==> src/rtl/fmao_consts.svh <==
// Fault monitor constants: register offsets, field positions, reset values, timing
// Assumes APB byte addressing, one 32-bit word per register
`ifndef FMAO_CONSTS_SVH
`define FMAO_CONSTS_SVH

`define FMAO_OFF_PRIMARY      12'h000
`define FMAO_OFF_PRIMARY_EN   12'h004
`define FMAO_OFF_SECONDARY    12'h008
`define FMAO_OFF_SECONDARY_EN 12'h00c
`define FMAO_OFF_WIRE_BREAK   12'h010
`define FMAO_OFF_AUX_CTRL     12'h014
`define FMAO_OFF_LED          12'h018
`define FMAO_OFF_CONFIG       12'h01c
`define FMAO_OFF_STATUS       12'h020

// Primary flag bit positions
`define FMAO_P_SUP_LOW   0
`define FMAO_P_SUP_MISS  1
`define FMAO_P_TEMP1     2
`define FMAO_P_TEMP2     3
`define FMAO_P_CRC       4
`define FMAO_P_POR       5
`define FMAO_P_WBG       6
`define FMAO_P_SEC       7

// Secondary flag bit positions
`define FMAO_S_IREF_SHORT 0
`define FMAO_S_IREF_OPEN  1
`define FMAO_S_WREF_SHORT 2
`define FMAO_S_WREF_OPEN  3
`define FMAO_S_SHUTDOWN   4

// Aux control fields
`define FMAO_A_DIR 6
`define FMAO_A_STK 7

`define FMAO_PRIMARY_EN_RST 8'h30
`define FMAO_SECONDARY_EN_RST 5'h00
`define FMAO_AUX_CTRL_RST 8'h00

// Timing: clock and minimum fault pulse, LED scan
`define FMAO_CLK_KHZ      50000
`define FMAO_MIN_PULSE_NS 1000
`define FMAO_MIN_PULSE_CYC ((`FMAO_MIN_PULSE_NS * `FMAO_CLK_KHZ + 999999) / 1000000)
`define FMAO_LED_HZ       1000
`define FMAO_LED_PERIOD_CYC (`FMAO_CLK_KHZ * 1000 / `FMAO_LED_HZ)
`define FMAO_LED_SLOT_CYC (`FMAO_LED_PERIOD_CYC / 3)

`endif

==> src/rtl/fmao_pkg.sv <==
// Types shared by the fault monitor modules
// Assumes fmao_consts.svh supplies the numbers
package fmao_pkg;
  typedef logic [7:0] fmao_byte_t;
  typedef enum logic [1:0] {
    FMAO_COL0 = 2'b00,
    FMAO_COL1 = 2'b01,
    FMAO_COL2 = 2'b10
  } fmao_col_t;
endpackage

==> src/rtl/fmao_aux_if.sv <==
// Carrier between the fault core and the aux pin driver
// Assumes both ends on pclk
`timescale 1ns/1ps
interface fmao_aux_if;
  logic       direct_mode;
  logic [5:0] direct_level;
  logic [8:0] led_on;
  logic [5:0] pin_out;
  logic [5:0] pin_oe;
  modport core (output direct_mode, output direct_level, output led_on,
                input pin_out, input pin_oe);
  modport drv  (input direct_mode, input direct_level, input led_on,
                output pin_out, output pin_oe);
endinterface

==> src/rtl/fmao_pulse_stretch.sv <==
// Stretches the fault request to a minimum low time on the open-drain pin
// Assumes request synchronous to pclk
`timescale 1ns/1ps
`include "fmao_consts.svh"
module fmao_pulse_stretch import fmao_pkg::*; #(
  parameter int unsigned MIN_CYC = `FMAO_MIN_PULSE_CYC
) (
  // Clock and reset
  input  wire logic pclk,
  input  wire logic presetn,
  // Request and stretched output
  input  wire logic req,
  output logic      active
);
  typedef struct packed {
    logic [15:0] cnt;
    logic        act;
  } fmao_ps_state_t;
  fmao_ps_state_t s_q, s_d;

  always_comb begin
    s_d = s_q;
    if (req && !s_q.act) begin
      s_d.act = 1'b1;
      s_d.cnt = 16'(MIN_CYC - 1);
    end else if (s_q.act) begin
      if (s_q.cnt != 16'h0000) begin
        s_d.cnt = s_q.cnt - 16'h0001;
      end else if (!req) begin
        s_d.act = 1'b0;
      end
    end
  end

  always_ff @(posedge pclk or negedge presetn) begin
    if (!presetn) begin
      s_q <= '0;
    end else begin
      s_q <= s_d;
    end
  end

  // Low held at least 1 us
  assign active = s_q.act;
endmodule

==> src/rtl/fmao_aux_drive.sv <==
// Drives six row and column pins as LED matrix or direct outputs
// Assumes rows pull cathodes low and columns source anodes
`timescale 1ns/1ps
`include "fmao_consts.svh"
module fmao_aux_drive import fmao_pkg::*; #(
  parameter int unsigned SLOT_CYC = `FMAO_LED_SLOT_CYC
) (
  // Clock and reset
  input  wire logic pclk,
  input  wire logic presetn,
  // Core side
  fmao_aux_if.drv   aux
);
  typedef struct packed {
    logic [15:0] cnt;
    fmao_col_t   col;
    logic [5:0]  out;
    logic [5:0]  oe;
  } fmao_ad_state_t;
  fmao_ad_state_t s_q, s_d;

  always_comb begin
    s_d = s_q;
    if (aux.direct_mode) begin
      s_d.cnt = '0;
      s_d.col = FMAO_COL0;
      s_d.out = aux.direct_level;
      s_d.oe  = 6'h3f;
    end else begin
      if (s_q.cnt == 16'(SLOT_CYC - 1)) begin
        s_d.cnt = '0;
        unique case (s_q.col)
          FMAO_COL0: s_d.col = FMAO_COL1;
          FMAO_COL1: s_d.col = FMAO_COL2;
          FMAO_COL2: s_d.col = FMAO_COL0;
          default:   s_d.col = FMAO_COL0;
        endcase
      end else begin
        s_d.cnt = s_q.cnt + 16'h0001;
      end
      // One row at a time, so each column resistor feeds one LED
      // LED bits pick columns; pins[2:0] rows, pins[5:3] columns
      // Scan index names the active row, pulled low
      s_d.out = 6'h00;
      s_d.oe  = 6'h00;
      for (int c = 0; c < 3; c++) begin
        if (aux.led_on[int'(s_q.col)*3 + c]) begin
          s_d.out[3 + c] = 1'b1;
          s_d.oe[3 + c]  = 1'b1;
        end
      end
      s_d.oe[int'(s_q.col)] = 1'b1;
    end
  end

  always_ff @(posedge pclk or negedge presetn) begin
    if (!presetn) begin
      s_q <= '0;
    end else begin
      s_q <= s_d;
    end
  end

  assign aux.pin_out = s_q.out;
  assign aux.pin_oe  = s_q.oe;
endmodule

==> src/rtl/fmao_fault_monitor.sv <==
// Fault flag collection, enables, open-drain fault pin and aux pins with APB
// Assumes fault causes are synchronous levels; read strobes come via APB
`timescale 1ns/1ps
`include "fmao_consts.svh"
module fmao_fault_monitor import fmao_pkg::*; #(
  parameter int unsigned MIN_CYC  = `FMAO_MIN_PULSE_CYC,
  parameter int unsigned SLOT_CYC = `FMAO_LED_SLOT_CYC
) (
  // APB
  input  wire logic        pclk,
  input  wire logic        presetn,
  input  wire logic        psel,
  input  wire logic        penable,
  input  wire logic        pwrite,
  input  wire logic [11:0] paddr,
  input  wire logic [31:0] pwdata,
  output logic [31:0]      prdata,
  output logic             pready,
  output logic             pslverr,
  // Fault causes (levels)
  input  wire logic        supply_low_cause,
  input  wire logic        supply_missing_cause,
  input  wire logic        temp_one_cause,
  input  wire logic        temp_two_cause,
  input  wire logic        shutdown_cause,
  input  wire logic [7:0]  wire_break_cause,
  input  wire logic        external_monitor_input,
  input  wire logic        iref_short_cause,
  input  wire logic        iref_open_cause,
  input  wire logic        wref_short_cause,
  input  wire logic        wref_open_cause,
  // Serial frame events (pulses)
  input  wire logic        frame_bad,
  input  wire logic        frame_good_checked,
  // Block controls
  output logic             channels_enable,
  output logic             field_blocks_enable,
  // Fault pin, open drain
  output logic             field_fault_out_n,
  output logic             field_fault_oe,
  // Matrix pins
  output logic [2:0]       matrix_row_pin,
  output logic [2:0]       matrix_row_oe,
  output logic [2:0]       matrix_column_pin,
  output logic [2:0]       matrix_column_oe
);
  typedef struct packed {
    fmao_byte_t primary_en;
    logic [4:0] secondary_en;
    logic       sup_low;
    logic       sup_miss;
    logic       temp1;
    logic       temp2;
    logic       crc;
    logic       por;
    logic [7:0] wb;
    logic [4:0] sec;
    fmao_byte_t aux_ctrl;
    logic [7:0] led;
    logic       clear_sel;
    logic [7:0] wb_detect_en;
    logic       ack;
    logic [31:0] rdata;
  } fmao_state_t;
  fmao_state_t s_q, s_d;

  fmao_aux_if aux ();

  function automatic logic [31:0] fmao_word(input logic [7:0] b);
    fmao_word = {24'h000000, b};
  endfunction

  logic        access;
  logic        rd;
  logic        wr;
  logic        rd_primary;
  logic        rd_wb;
  logic        addr_ok;
  logic        mon_on;
  logic [7:0]  wb_eff;
  logic [4:0]  sec_cause;
  logic [7:0]  prim_flags;
  logic [7:0]  prim_live;
  logic [7:0]  prim_pin;
  logic        fault_req;
  logic        fault_active;

  assign access = psel && penable;
  // One wait state: read data is captured on the first access edge and
  // stands while pready is high; read clears happen at capture, so a flag
  // set after the capture survives
  assign rd     = access && !pwrite && !s_q.ack;
  assign wr     = access && pwrite && s_q.ack;
  assign pready = access && s_q.ack;
  assign addr_ok = (paddr == `FMAO_OFF_PRIMARY) || (paddr == `FMAO_OFF_PRIMARY_EN) ||
                   (paddr == `FMAO_OFF_SECONDARY) || (paddr == `FMAO_OFF_SECONDARY_EN) ||
                   (paddr == `FMAO_OFF_WIRE_BREAK) || (paddr == `FMAO_OFF_AUX_CTRL) ||
                   (paddr == `FMAO_OFF_LED) || (paddr == `FMAO_OFF_CONFIG) ||
                   (paddr == `FMAO_OFF_STATUS);
  assign pslverr = pready && !addr_ok;
  assign rd_primary = rd && (paddr == `FMAO_OFF_PRIMARY);
  assign rd_wb      = rd && (paddr == `FMAO_OFF_WIRE_BREAK);

  assign mon_on = !external_monitor_input;

  always_comb begin
    wb_eff = wire_break_cause & s_q.wb_detect_en;
    if (wref_short_cause) begin
      wb_eff = s_q.wb_detect_en;
    end else if (wref_open_cause) begin
      wb_eff = 8'h00;
    end
  end

  // Open flag when all detection off
  assign sec_cause = {shutdown_cause,
                      wref_open_cause || (s_q.wb_detect_en == 8'h00),
                      wref_short_cause, iref_open_cause, iref_short_cause};

  // Shutdown stops field blocks, registers kept
  assign channels_enable     = !iref_short_cause && !shutdown_cause;
  assign field_blocks_enable = !shutdown_cause;

  always_comb begin
    s_d = s_q;
    s_d.rdata = 32'h00000000;
    s_d.ack   = access && !s_q.ack;
    // Latched supply and temp flags, set wins over clear
    if (rd_primary || (frame_good_checked && !s_q.clear_sel)) begin
      s_d.sup_low  = 1'b0;
      s_d.sup_miss = 1'b0;
    end
    if (rd_primary) begin
      s_d.temp1 = 1'b0;
      s_d.temp2 = 1'b0;
      s_d.por   = 1'b0;
      s_d.sec   = 5'h00;
    end
    if (supply_low_cause && mon_on) begin
      s_d.sup_low = 1'b1;
    end
    if (supply_missing_cause && mon_on) begin
      s_d.sup_miss = 1'b1;
    end
    if (!mon_on) begin
      s_d.sup_low  = 1'b0;
      s_d.sup_miss = 1'b0;
    end
    s_d.temp1 = s_d.temp1 | temp_one_cause;
    s_d.temp2 = s_d.temp2 | temp_two_cause;
    s_d.sec   = s_d.sec | sec_cause;
    // Frame flag held until good frame
    if (frame_bad) begin
      s_d.crc = 1'b1;
    end else if (frame_good_checked) begin
      s_d.crc = 1'b0;
    end
    s_d.wb = (rd_wb ? 8'h00 : s_q.wb) | wb_eff;
    if (wr) begin
      unique case (paddr)
        `FMAO_OFF_PRIMARY_EN:   s_d.primary_en   = pwdata[7:0];
        `FMAO_OFF_SECONDARY_EN: s_d.secondary_en = pwdata[4:0];
        `FMAO_OFF_AUX_CTRL:     s_d.aux_ctrl     = pwdata[7:0];
        `FMAO_OFF_LED:          s_d.led          = pwdata[7:0];
        `FMAO_OFF_CONFIG: begin
          s_d.clear_sel    = pwdata[0];
          s_d.wb_detect_en = pwdata[15:8];
        end
        default: s_d = s_d;
      endcase
    end
    if (rd) begin
      unique case (paddr)
        `FMAO_OFF_PRIMARY:      s_d.rdata = fmao_word(prim_flags);
        `FMAO_OFF_PRIMARY_EN:   s_d.rdata = fmao_word(s_q.primary_en);
        `FMAO_OFF_SECONDARY:    s_d.rdata = fmao_word({3'h0, s_q.sec});
        `FMAO_OFF_SECONDARY_EN: s_d.rdata = fmao_word({3'h0, s_q.secondary_en});
        `FMAO_OFF_WIRE_BREAK:   s_d.rdata = fmao_word(s_q.wb);
        `FMAO_OFF_AUX_CTRL:     s_d.rdata = fmao_word(s_q.aux_ctrl);
        `FMAO_OFF_LED:          s_d.rdata = fmao_word(s_q.led);
        `FMAO_OFF_CONFIG:       s_d.rdata = {16'h0000, s_q.wb_detect_en, 7'h00, s_q.clear_sel};
        `FMAO_OFF_STATUS:       s_d.rdata = {30'h0, fault_active, fault_req};
        default:                s_d.rdata = 32'h00000000;
      endcase
    end
  end

  // Group flag is OR of latched wire-break flags
  // Summary bit shows any secondary flag; enables only reach the pin
  assign prim_flags = {|s_q.sec, |s_q.wb, s_q.por, s_q.crc,
                       s_q.temp2, s_q.temp1, s_q.sup_miss, s_q.sup_low};
  assign prim_pin   = {|(s_q.sec & s_q.secondary_en), prim_flags[6:0]};
  // Live causes and the latched frame flag used when the pin is not sticky
  assign prim_live = {|(sec_cause & s_q.secondary_en), |wb_eff, 1'b0, s_q.crc,
                      temp_two_cause, temp_one_cause,
                      supply_missing_cause && mon_on, supply_low_cause && mon_on};

  // Sticky follows latched flag
  // Power-on event has no live cause, so it always uses its flag
  assign fault_req = s_q.aux_ctrl[`FMAO_A_STK] ? |(prim_pin & s_q.primary_en)
                   : (|(prim_live & s_q.primary_en) || (s_q.por && s_q.primary_en[`FMAO_P_POR]));

  fmao_pulse_stretch #(
    .MIN_CYC (MIN_CYC)
  ) u_stretch (
    .pclk    (pclk),
    .presetn (presetn),
    .req     (fault_req),
    .active  (fault_active)
  );

  assign field_fault_out_n = 1'b0;
  assign field_fault_oe    = fault_active;

  assign aux.direct_mode  = s_q.aux_ctrl[`FMAO_A_DIR];
  assign aux.direct_level = s_q.aux_ctrl[5:0];
  assign aux.led_on       = {s_q.led[7:4], !supply_missing_cause, s_q.led[3:0]};

  fmao_aux_drive #(
    .SLOT_CYC (SLOT_CYC)
  ) u_aux (
    .pclk    (pclk),
    .presetn (presetn),
    .aux     (aux.drv)
  );

  assign matrix_row_pin    = aux.pin_out[2:0];
  assign matrix_row_oe     = aux.pin_oe[2:0];
  assign matrix_column_pin = aux.pin_out[5:3];
  assign matrix_column_oe  = aux.pin_oe[5:3];
  assign prdata            = s_q.rdata;

  always_ff @(posedge pclk or negedge presetn) begin
    if (!presetn) begin
      s_q              <= '0;
      s_q.primary_en   <= `FMAO_PRIMARY_EN_RST;
      s_q.secondary_en <= `FMAO_SECONDARY_EN_RST;
      s_q.aux_ctrl     <= `FMAO_AUX_CTRL_RST;
      s_q.por          <= 1'b1;
      s_q.sec          <= 5'h08;
      s_q.wb_detect_en <= 8'hff;
    end else begin
      s_q <= s_d;
    end
  end
endmodule

==> config.mk <==
export PLATFORM = sky130hd
export DESIGN_NAME = fmao_fault_monitor
export DESIGN_NICKNAME = d
export VERILOG_FILES = /design/src/rtl/fmao_pkg.sv /design/src/rtl/fmao_aux_if.sv /design/src/rtl/fmao_pulse_stretch.sv /design/src/rtl/fmao_aux_drive.sv /design/src/rtl/fmao_fault_monitor.sv
export VERILOG_INCLUDE_DIRS = /design/src /design/src/rtl
export SDC_FILE = /design/constraint.sdc
export NUM_CORES = 1
export LEC_CHECK = 0
export BUFFER_PORTS_ARGS = -buffer_cell sky130_fd_sc_hd__buf_4
export CORE_ASPECT_RATIO = 0.7
export CORE_MARGIN = 5
export CORE_UTILIZATION = 45
export DETAILED_ROUTE_END_ITERATION = 6
export PLACE_DENSITY = 0.7
export SLEW_MARGIN = 20
export SYNTH_ARGS = -nofsm -noshare
export SYNTH_HDL_FRONTEND = slang
export SYNTH_HIERARCHICAL = 1
export SYNTH_SLANG_ARGS = --single-unit
==> constraint.sdc <==
create_clock -name pclk -period 2.1 [get_ports pclk]
set_input_delay 0.105 -clock pclk [delete_from_list [all_inputs] [get_ports pclk]]
set_output_delay 0.105 -clock pclk [all_outputs]
set_load 0.02 [all_outputs]
=== Word-level counts from Yosys, hierarchy flattened ===
Cells that the tools add are included.

* Output and inout bits: 50
* Register bits after elaboration: 137

* Bitwise operators: 10
* Magnitude comparators: 5
* Add/subtract/negate cells: 4
* Equality and inequality tests: 10
* Reductions and logical operators: 57
* Multiply operators: 1
* Muxes and demuxes: 41

{| class="wikitable"
|+ Operators by type and width
! kind !! number
|-
| case mux 16 bit (9 select lines) || 1
|-
| < comparator 32 x 6 -> 1 bit, second input constant || 3
|-
| == test 12 x 5 -> 1 bit, second input constant || 4
|-
| 2-to-1 mux 17 bit || 2
|-
| adder 32 x 2 -> 32 bit, second input constant || 1
|-
| adder 32 x 3 -> 32 bit, second input constant || 1
|-
| 2-to-1 mux 16 bit || 2
|-
| 2-to-1 mux 32 bit || 1
|-
| OR reduction 8 bit || 4
|-
| 2-to-1 mux 30 bit || 1
|-
| bitwise AND 8 bit || 3
|-
| == test 12 x 4 -> 1 bit, second input constant || 2
|-
| 2-to-1 mux 8 bit || 3
|-
| 2-to-1 mux 1 bit || 21
|-
| logical AND 1 bit || 17
|-
| adder 16 x 1 -> 16 bit, second input constant || 1
|-
| == test 16 x 15 -> 1 bit, second input constant || 1
|-
| nonzero test 16 bit || 1
|-
| subtractor 16 x 1 -> 16 bit, second input constant || 1
|-
| OR reduction 5 bit || 3
|-
| binary-select mux 1 bit (select 4 bit) || 3
|-
| == test 12 x 3 -> 1 bit, second input constant || 1
|-
| == test 12 x 6 -> 1 bit, second input constant || 1
|-
| logical NOT 12 bit || 1
|-
| 19 further kinds || 49
|}

=== Logic depth before layout (Yosys ltp) ===
Gate-level depths: netlist (run 1).

* Depth in word-level cells: 12
* Depth in mapped cells: 9
* Depth with buffers taken out: 9

=== Hierarchy ===
Netlist (run 1), hierarchy kept.

{| class="wikitable"
|+ Modules (own cells, without submodules)
! module !! sequential area each (µm²) !! cells each !! times used !! area each (µm²)
|-
| fmao_fault_monitor || 1866.8 || 320 || 1 || 3636.0
|-
| fmao_aux_drive || 750.7 || 166 || 1 || 1720.4
|-
| fmao_pulse_stretch || 425.4 || 93 || 1 || 912.1
|}

=== Worst setup path after synthesis (run 1) ===
No wires, ideal clock.

* Path kind: register to register
* Start point: register u_stretch.s_q (netlist bit u_stretch/active)
* End point: register u_stretch/s_q[15] in the netlist's numbering
* Stages on the path, launching flop included: 7
* Library setup time: 122 ps
* Slack: -130 ps
* Arrival time: 2107 ps
* Path buffers: 1
* Cells stage by stage: dfrtp_1 -> clkbuf_1 -> or4b_1 -> or4_1 -> or3_2 -> nand3_1 -> o21ai_1

* Cells in the longest elaborated chain, start to end: 4

{| class="wikitable"
|+ Ends and longest elaborated chain
! item !! line !! RTL
|-
| start: declaration || fmao_pulse_stretch.sv:19 || <nowiki>fmao_ps_state_t s_q, s_d;</nowiki>
|-
| start signal: assignment || fmao_pulse_stretch.sv:37 || <nowiki>s_q <= '0;</nowiki>
|-
| start signal: assignment || fmao_pulse_stretch.sv:39 || <nowiki>s_q <= s_d;</nowiki>
|-
| logical NOT 1 bit || fmao_pulse_stretch.sv:23 || <nowiki>if (req && !s_q.act) begin</nowiki>
|-
| logical AND 1 bit || fmao_pulse_stretch.sv:23 ||
|-
| nonzero test 2 bit (no line) || -- ||
|-
| AND reduction 2 bit (no line) || -- ||
|}

Several ways; a longest one is shown, not always the timed one.
A chain may end at the register's enable or synchronous reset.

=== Final worst setup path (run 1) ===
* Start point: register u_stretch/s_q[7] in the netlist's numbering
* End point: register u_stretch/s_q[13] in the netlist's numbering

* Cells in the longest elaborated chain, start to end: 4

{| class="wikitable"
|+ Ends and longest elaborated chain
! item !! line !! RTL
|-
| subtractor 16 x 1 -> 16 bit || fmao_pulse_stretch.sv:28 || <nowiki>s_d.cnt = s_q.cnt - 16'h0001;</nowiki>
|-
| 2-to-1 mux 16 bit || fmao_pulse_stretch.sv:27 || <nowiki>if (s_q.cnt != 16'h0000) begin</nowiki>
|-
| 2-to-1 mux 17 bit || fmao_pulse_stretch.sv:26 || <nowiki>end else if (s_q.act) begin</nowiki>
|-
| 2-to-1 mux 17 bit || fmao_pulse_stretch.sv:23 ||
|}

Several ways; a longest one is shown, not always the timed one. The select of a mux whose other input is x is not followed.

==> results.sh, run 1 <==
export IMPL_status="complete, but fails checks"
export IMPL_violations="setup timing"
export IMPL_finClkSkew_ps=14.0
export IMPL_whs_ps=51.2
export IMPL_firstDrtPassIters=6
export IMPL_syn_avg_cell_area_um2=10.8
export IMPL_worstHoldPathCells=3
export IMPL_ant_nets=0
export IMPL_r2r_start="u_stretch/s_q[7]$_DFFE_PN0P_"
export IMPL_vias=5097
export IMPL_synthDistinctLibCells=68
export IMPL_drc_errors=0
export IMPL_placed_cell_area_mm2=0.00728
export IMPL_grt_use_total_pct=21.0
export IMPL_vias_per_cell=5.49
export IMPL_synth_top_family_by_area="simple AND/OR/NAND/NOR gates"
export IMPL_synthArstFlopShare_pct=100
export IMPL_final_nets=807
export IMPL_drive_gt1_share_pct=37.8
export IMPL_area_delta_synth_final_pct=32.6
export IMPL_gp_congestion=0.978
export IMPL_crit_type="reg2reg"
export IMPL_synthXorXnorAreaFrac_pct=1.82
export IMPL_setup_ws_ps=-19.4
export IMPL_ys_seq_area_share_pct=48.5
export IMPL_grt_pass1_wl_um=26400
export IMPL_relSlewSlack_pct=61.3
export IMPL_rsz0062_at_grt="true"
export IMPL_place_inst=865
export IMPL_wire_per_inst_um=18.0
export IMPL_worst_r2r_path_depth=5
export IMPL_crit_slowest_cell="or4_4"
export IMPL_hp_start="frame_good_checked"
export IMPL_netlist_instances=579
export IMPL_rrSetupSlack_ps=-20
export IMPL_synthFlopType="dfrtp_1"
export IMPL_cp_max_fo=4
export IMPL_clock_sinks=121
export IMPL_portBuffers=85
export IMPL_clk_insertion_delay_late_ps=420
export IMPL_path_cells="or4_4 -> or3_4 -> or4_4 -> nand3_1 -> o21ai_1"
export IMPL_totalWireLength_um=16800
export IMPL_ir_drop_mv=0.501
export IMPL_dieArea_mm2=0.0164
export IMPL_grt_pass1_vias=4999
export IMPL_hold_viol=0
export IMPL_min_path_type="in2reg"
export IMPL_floorplan_initialDensity_pct=45.5
export IMPL_maxCapViolCount=0
export IMPL_holdPathEnd="prim_flags[4]$_DFFE_PN0P_"
export IMPL_synth_compound_area_share_pct=11.3
export IMPL_hpwl_um=12200
export IMPL_clock_path_buffers=2
export IMPL_p_leak_uw=0.00383
export IMPL_cts_tree="built"
export IMPL_htree_num_levels=4
export IMPL_yosys_area_share_simple_pct=17.0
export IMPL_critPathTopFamily="simple AND/OR/NAND/NOR gates"
export IMPL_path_common_cell="or4_4"
export IMPL_end_kind="register"
export IMPL_syn_area_mm2=0.00627
export IMPL_yosysWarnings=6
export IMPL_tightest_slew_ps=565
export IMPL_instances_no_fill=929
export IMPL_rows=36
export IMPL_multi_input_area_mm2=0.00289
export IMPL_dieHeight_um=109
export IMPL_clk_pin_slew_worst_paths_ps=50
export IMPL_cts_root_buffer="clkbuf_16"
export IMPL_worst_path_buf_inv=0
export IMPL_antenna_found_initial=0
export IMPL_reg2reg_to="u_stretch/s_q[13]$_DFFE_PN0P_"
export IMPL_antenna_cells=0
export IMPL_fmax_ghz=0.472
export IMPL_num_fill_cells=1121
export IMPL_powerDensity_mw_per_mm2=682
export IMPL_grt_max_degree=48
export IMPL_pin_count=119
export IMPL_die_w_um=151
export IMPL_finalMaxSlewViolations=0
export IMPL_fin_crit_ps=2120
export IMPL_grt_overflow=0
export IMPL_drt_iter0_drc=464
export IMPL_finalSetupViolCount=2
export IMPL_cp_start_kind="register"
export IMPL_cts_buffers=17
export IMPL_fin_setup_tns_ps=-31.4
export IMPL_synth_seq_cells=121
export IMPL_fp_coreArea_mm2=0.0138
export IMPL_ff_latch_area_mm2=0.00304
export IMPL_crit_path_max_incr_delay_ps=540
export IMPL_synthAdderAreaFrac_pct=2.20
export IMPL_crit_arrival_ps=2420
export IMPL_fin_crit_sh_pct=101
export IMPL_synthMuxAreaShare_pct=11.0
export IMPL_synth_edf_count=0
export IMPL_cp_required_ps=2400
export IMPL_design_area_mm2=0.00831
==> cells by family after synthesis <==
logic type,Yosys count
buffers and inverters,86
xor gates and xnor gates,13
DFF,121
muxes,57
AOI/OAI and AO/OA,103
and+or+nand+nor,187
adders and majority gates,11
other,1
==> worst register-to-register path, delay by kind of cell (launching register included) <==
family,cells,cell delay [ps]
flops,1,370
simple gates,4,1570
compound gates,1,60
==> what timing repair did <==
action	4_1_cts	5_1_grt
endpoints found under the hold margin	83	0
hold buffers	30	0
resized for setup	8	24
buffers inserted	0	3
setup endpoints to repair	13	17
pin swaps	2	14
==> state kept, by name (all words and copies together) (netlist names) <==
| register | count |
|---|---|
| aux.direct_mode | 1 |
| u_stretch/s_q | 16 |
| u_aux/s_q | 18 |
| aux.direct_level | 6 |
| prdata | 16 |
| u_stretch/active | 1 |
| aux.led_on | 8 |
| u_aux/aux.pin_out | 6 |
| prim_flags | 6 |
| s_q | 37 |
| u_aux/aux.pin_oe | 6 |
==> cells in the mapped netlist (16+ instances only) <==
cell type  instances  area [um2]
a21oi_1           19        95.1
buf_4             49         368
dfrtp_1          109        2730
inv_1             20        75.1
mux2_2            45         507
nand2_1           27         101
nor2_1            41         154
nor2b_1           16         100
nor4_1            18         113
o21ai_0           22         110
==> layout by cell type, fill, tap and decap left out, types with 12 or more instances in the layout <==
cell type / instances
nor4_1: 15
buf_4: 140
nor2b_1: 15
conb_1: 17
inv_1: 20
o21ai_0: 17
dfrtp_1: 108
nand2_1: 27
mux2_2: 45
clkbuf_16: 17
a21oi_1: 15
dfstp_2: 12
and2_1: 12
dlygate4sd3_1: 30
nor2_1: 39
==> cell type report <==
class                      count  area share (%)
clock buffer                  23            5.75
clock inverter                 8            1.14
inverter                      20           0.903
multi-input combinational    388            34.8
sequential                   121            36.6
tap                          190            2.86
timing repair buffer         179            17.9
==> power breakdown <==
part	switching (uW)	leakage [uW]	internal, uW
Clock	1000	0.000279	1820
Sequential	73.6	0.00150	2380
Combinational	201	0.00205	183
Total	1280	0.00383	4390
==> routing by layer <==
metal,track usage (%),wire [um],part of all wire [%]
met1,30.9,7670,46
met3,5.73,1450,8.6
met2,30.0,7440,44
met5,0,0,0
met4,6.73,205,1.2
==> per-stage QoR <==
stage	worst slack (ps)	total power, uW	util [%]
after floorplan	-75.2	2660	-
after global placement	-152	2820	52.8
after detailed placement	-90.9	2830	52.8
after CTS	5.64	5700	59.5
after global routing	-119	5870	60.3
final	-19.4	5670	60.3
==> worst max path at each step <==
stage,from,cells after the start,to
final,u_stretch/s_q[7]$_DFFE_PN0P_,5,u_stretch/s_q[13]$_DFFE_PN0P_
after CTS,s_q[35]$_DFFE_PN1P_,9,u_stretch/s_q[15]$_DFFE_PN0P_
after global routing,s_q[36]$_DFFE_PN1P_,10,u_stretch/s_q[9]$_DFFE_PN0P_
after floorplan,u_stretch/s_q[5]$_DFFE_PN0P_,6,u_stretch/s_q[13]$_DFFE_PN0P_
after global placement,paddr[1],8,aux.led_on[8]$_DFFE_PN0P_
after detailed placement,paddr[1],8,aux.led_on[5]$_DFFE_PN0P_
No activity file was read; power rests on OpenSTA's default activity.
==> run 2, diff against run 1 <==
--- a/config.mk
+++ b/config.mk
@@ -8,7 +8,6 @@
 export LEC_CHECK = 0
 export BUFFER_PORTS_ARGS = -buffer_cell sky130_fd_sc_hd__buf_4
 export CORE_ASPECT_RATIO = 0.7
-export CORE_MARGIN = 5
 export CORE_UTILIZATION = 45
 export DETAILED_ROUTE_END_ITERATION = 6
 export PLACE_DENSITY = 0.7
==> run 2 against run 1 <==
Effect of this change:
- the run ends with DRC left
- worst setup slack better by 47 ps
- total power is 2.0% higher
- global-route usage is 3.6 points higher
- clock-buffer cell count increased by 1
- die area shrank 12%
- design area grew 0.86%
- first-iteration DRC count is 37% higher
- combinational power down 1%
- cell count rose by 0.43%
- clock power up 4%
- critical endpoint is now u_stretch/s_q[11]$_DFFE_PN0P_
- largest cell class unchanged
- largest power group unchanged
- highest routed layer is now met5
==> results.sh, run 2 (synthesized netlist as in run 1, its figures left out) <==
export IMPL_status="complete, but fails checks"
export IMPL_violations="DRC"
export IMPL_rows=35
export IMPL_fin_crit_sh_pct=98.7
export IMPL_hpwl_um=12300
export IMPL_placed_cell_area_mm2=0.00729
export IMPL_clock_sinks=121
export IMPL_hold_viol=0
export IMPL_finClkSkew_ps=8.53
export IMPL_grt_pass1_vias=5028
export IMPL_finalMaxSlewViolations=0
export IMPL_end_kind="register"
export IMPL_fp_coreArea_mm2=0.0134
export IMPL_whs_ps=52.3
export IMPL_finalSetupViolCount=0
export IMPL_crit_type="reg2reg"
export IMPL_firstDrtPassIters=7
export IMPL_p_leak_uw=0.00388
export IMPL_relSlewSlack_pct=59.5
export IMPL_die_w_um=143
export IMPL_ff_latch_area_mm2=0.00304
export IMPL_cp_required_ps=2400
export IMPL_drive_gt1_share_pct=38.8
export IMPL_rrSetupSlack_ps=30
export IMPL_critPathTopFamily="simple AND/OR/NAND/NOR gates"
export IMPL_dieArea_mm2=0.0144
export IMPL_finalPower_uw=5780
export IMPL_path_cells="or4_4 -> or3_4 -> or4b_4 -> nand3_2 -> o31ai_2"
export IMPL_crit_slowest_cell="or4_4"
export IMPL_portBuffers=85
export IMPL_multi_input_area_mm2=0.00291
export IMPL_rsz0062_at_grt="true"
export IMPL_floorplan_initialDensity_pct=46.9
export IMPL_instances_no_fill=933
export IMPL_grt_max_degree=45
export IMPL_grt_pass1_wl_um=26300
export IMPL_grt_overflow=0
export IMPL_place_inst=864
export IMPL_cp_max_fo=4
export IMPL_gp_congestion=0.979
export IMPL_final_nets=814
export IMPL_clk_insertion_delay_late_ps=420
export IMPL_largest_register="s_q"
export IMPL_final_common_cell="buf_4"
export IMPL_ir_drop_mv=0.524
export IMPL_pin_count=119
export IMPL_drc_errors=18
export IMPL_dieHeight_um=101
export IMPL_worst_path_buf_inv=0
export IMPL_clk_pin_slew_worst_paths_ps=60
export IMPL_maxCapViolCount=0
export IMPL_antenna_found_initial=1
export IMPL_ant_nets=0
export IMPL_cts_tree="built"
export IMPL_htree_num_levels=4
export IMPL_fmax_ghz=0.483
export IMPL_crit_arrival_ps=2370
export IMPL_crit_path_max_incr_delay_ps=520
export IMPL_fin_crit_ps=2070
export IMPL_totalWireLength_um=16800
export IMPL_clock_path_buffers=2
export IMPL_vias_per_cell=5.60
export IMPL_min_path_type="in2reg"
export IMPL_powerDensity_mw_per_mm2=690
export IMPL_num_fill_cells=1047
export IMPL_most_common_layout_cells="buf_4, dfrtp_1, mux2_2"
export IMPL_cts_buffers=17
export IMPL_top_regs="s_q: 37 flops, u_aux/s_q: 18 flops"
export IMPL_drt_iter0_drc=636
export IMPL_grt_use_total_pct=24.5
export IMPL_largest_register_ffs=37
export IMPL_wire_per_inst_um=18.0
export IMPL_cts_root_buffer="clkbuf_16"
export IMPL_design_area_mm2=0.00838
export IMPL_cp_start_kind="register"
export IMPL_vias=5221
export IMPL_tightest_slew_ps=591
export IMPL_area_delta_synth_final_pct=33.7
[run 2: layout make-up]
class,instances,share of cell area (%)
clock buffers,24,5.63
diodes,1,0.0299
repair buffers,186,18.2
flip-flops and latches,121,36.3
clock inverters,8,1.42
multi-input cells,388,34.8
well taps,185,2.76
inverters,20,0.896
[run 2: layer usage]
layer	global-route usage [%]	part of all wire (%)	vias up
li1	-	-	2338
met1	34.8	46	2554
met2	35.4	42	283
met3	7.27	9.9	44
met4	9.02	2.1	2
met5	0	0.077	-
[run 2: what timing repair did]
item | in CTS | in global routing
pin swaps | 3 | 5
buffers inserted | 2 | 3
hold buffers | 30 | 0
endpoints found under the setup margin | 16 | 17
gates resized for setup | 6 | 30
endpoints found under the hold margin | 85 | 0
gates cloned | 1 | 0
[run 2: power breakdown]
group	total (uW)	leakage, uW	internal, uW	switching, uW
clock network	2940	0.000292	1920	1020
logic	378	0.00209	180	198
registers	2460	0.00150	2380	76.9
[run 2: through the flow]
step	worst slack [ps]	util, %	TNS, ps
CTS	17.8	61.7	0
finish	27.7	62.7	0
detailed placement	-174	54.6	-3180
global placement	-200	54.6	-2820
global route	-53.7	62.7	-116
floorplan	-75.2	-	-189
[run 2: worst min-delay path, cell delays in order]
cell	delay, ps
buf_4	80
inv_1	60
a21o_1	180
[run 2: final timing paths]
path                                                   start                             to  depth (start not counted)
worst max register to register  u_stretch/s_q[5]$_DFFE_PN0P_  u_stretch/s_q[11]$_DFFE_PN0P_                          5
min in group asynchronous                            presetn        u_aux/s_q[24]$_DFF_PN0_                          2
worst min register to register             s_q[32]$_DFF_PN0_              s_q[32]$_DFF_PN0_                          1
worst max-delay path            u_stretch/s_q[5]$_DFFE_PN0P_  u_stretch/s_q[11]$_DFFE_PN0P_                          5
worst min-delay path                      frame_good_checked      prim_flags[4]$_DFFE_PN0P_                          3
max in group asynchronous                            presetn            prdata[4]$_DFF_PN0_                          3
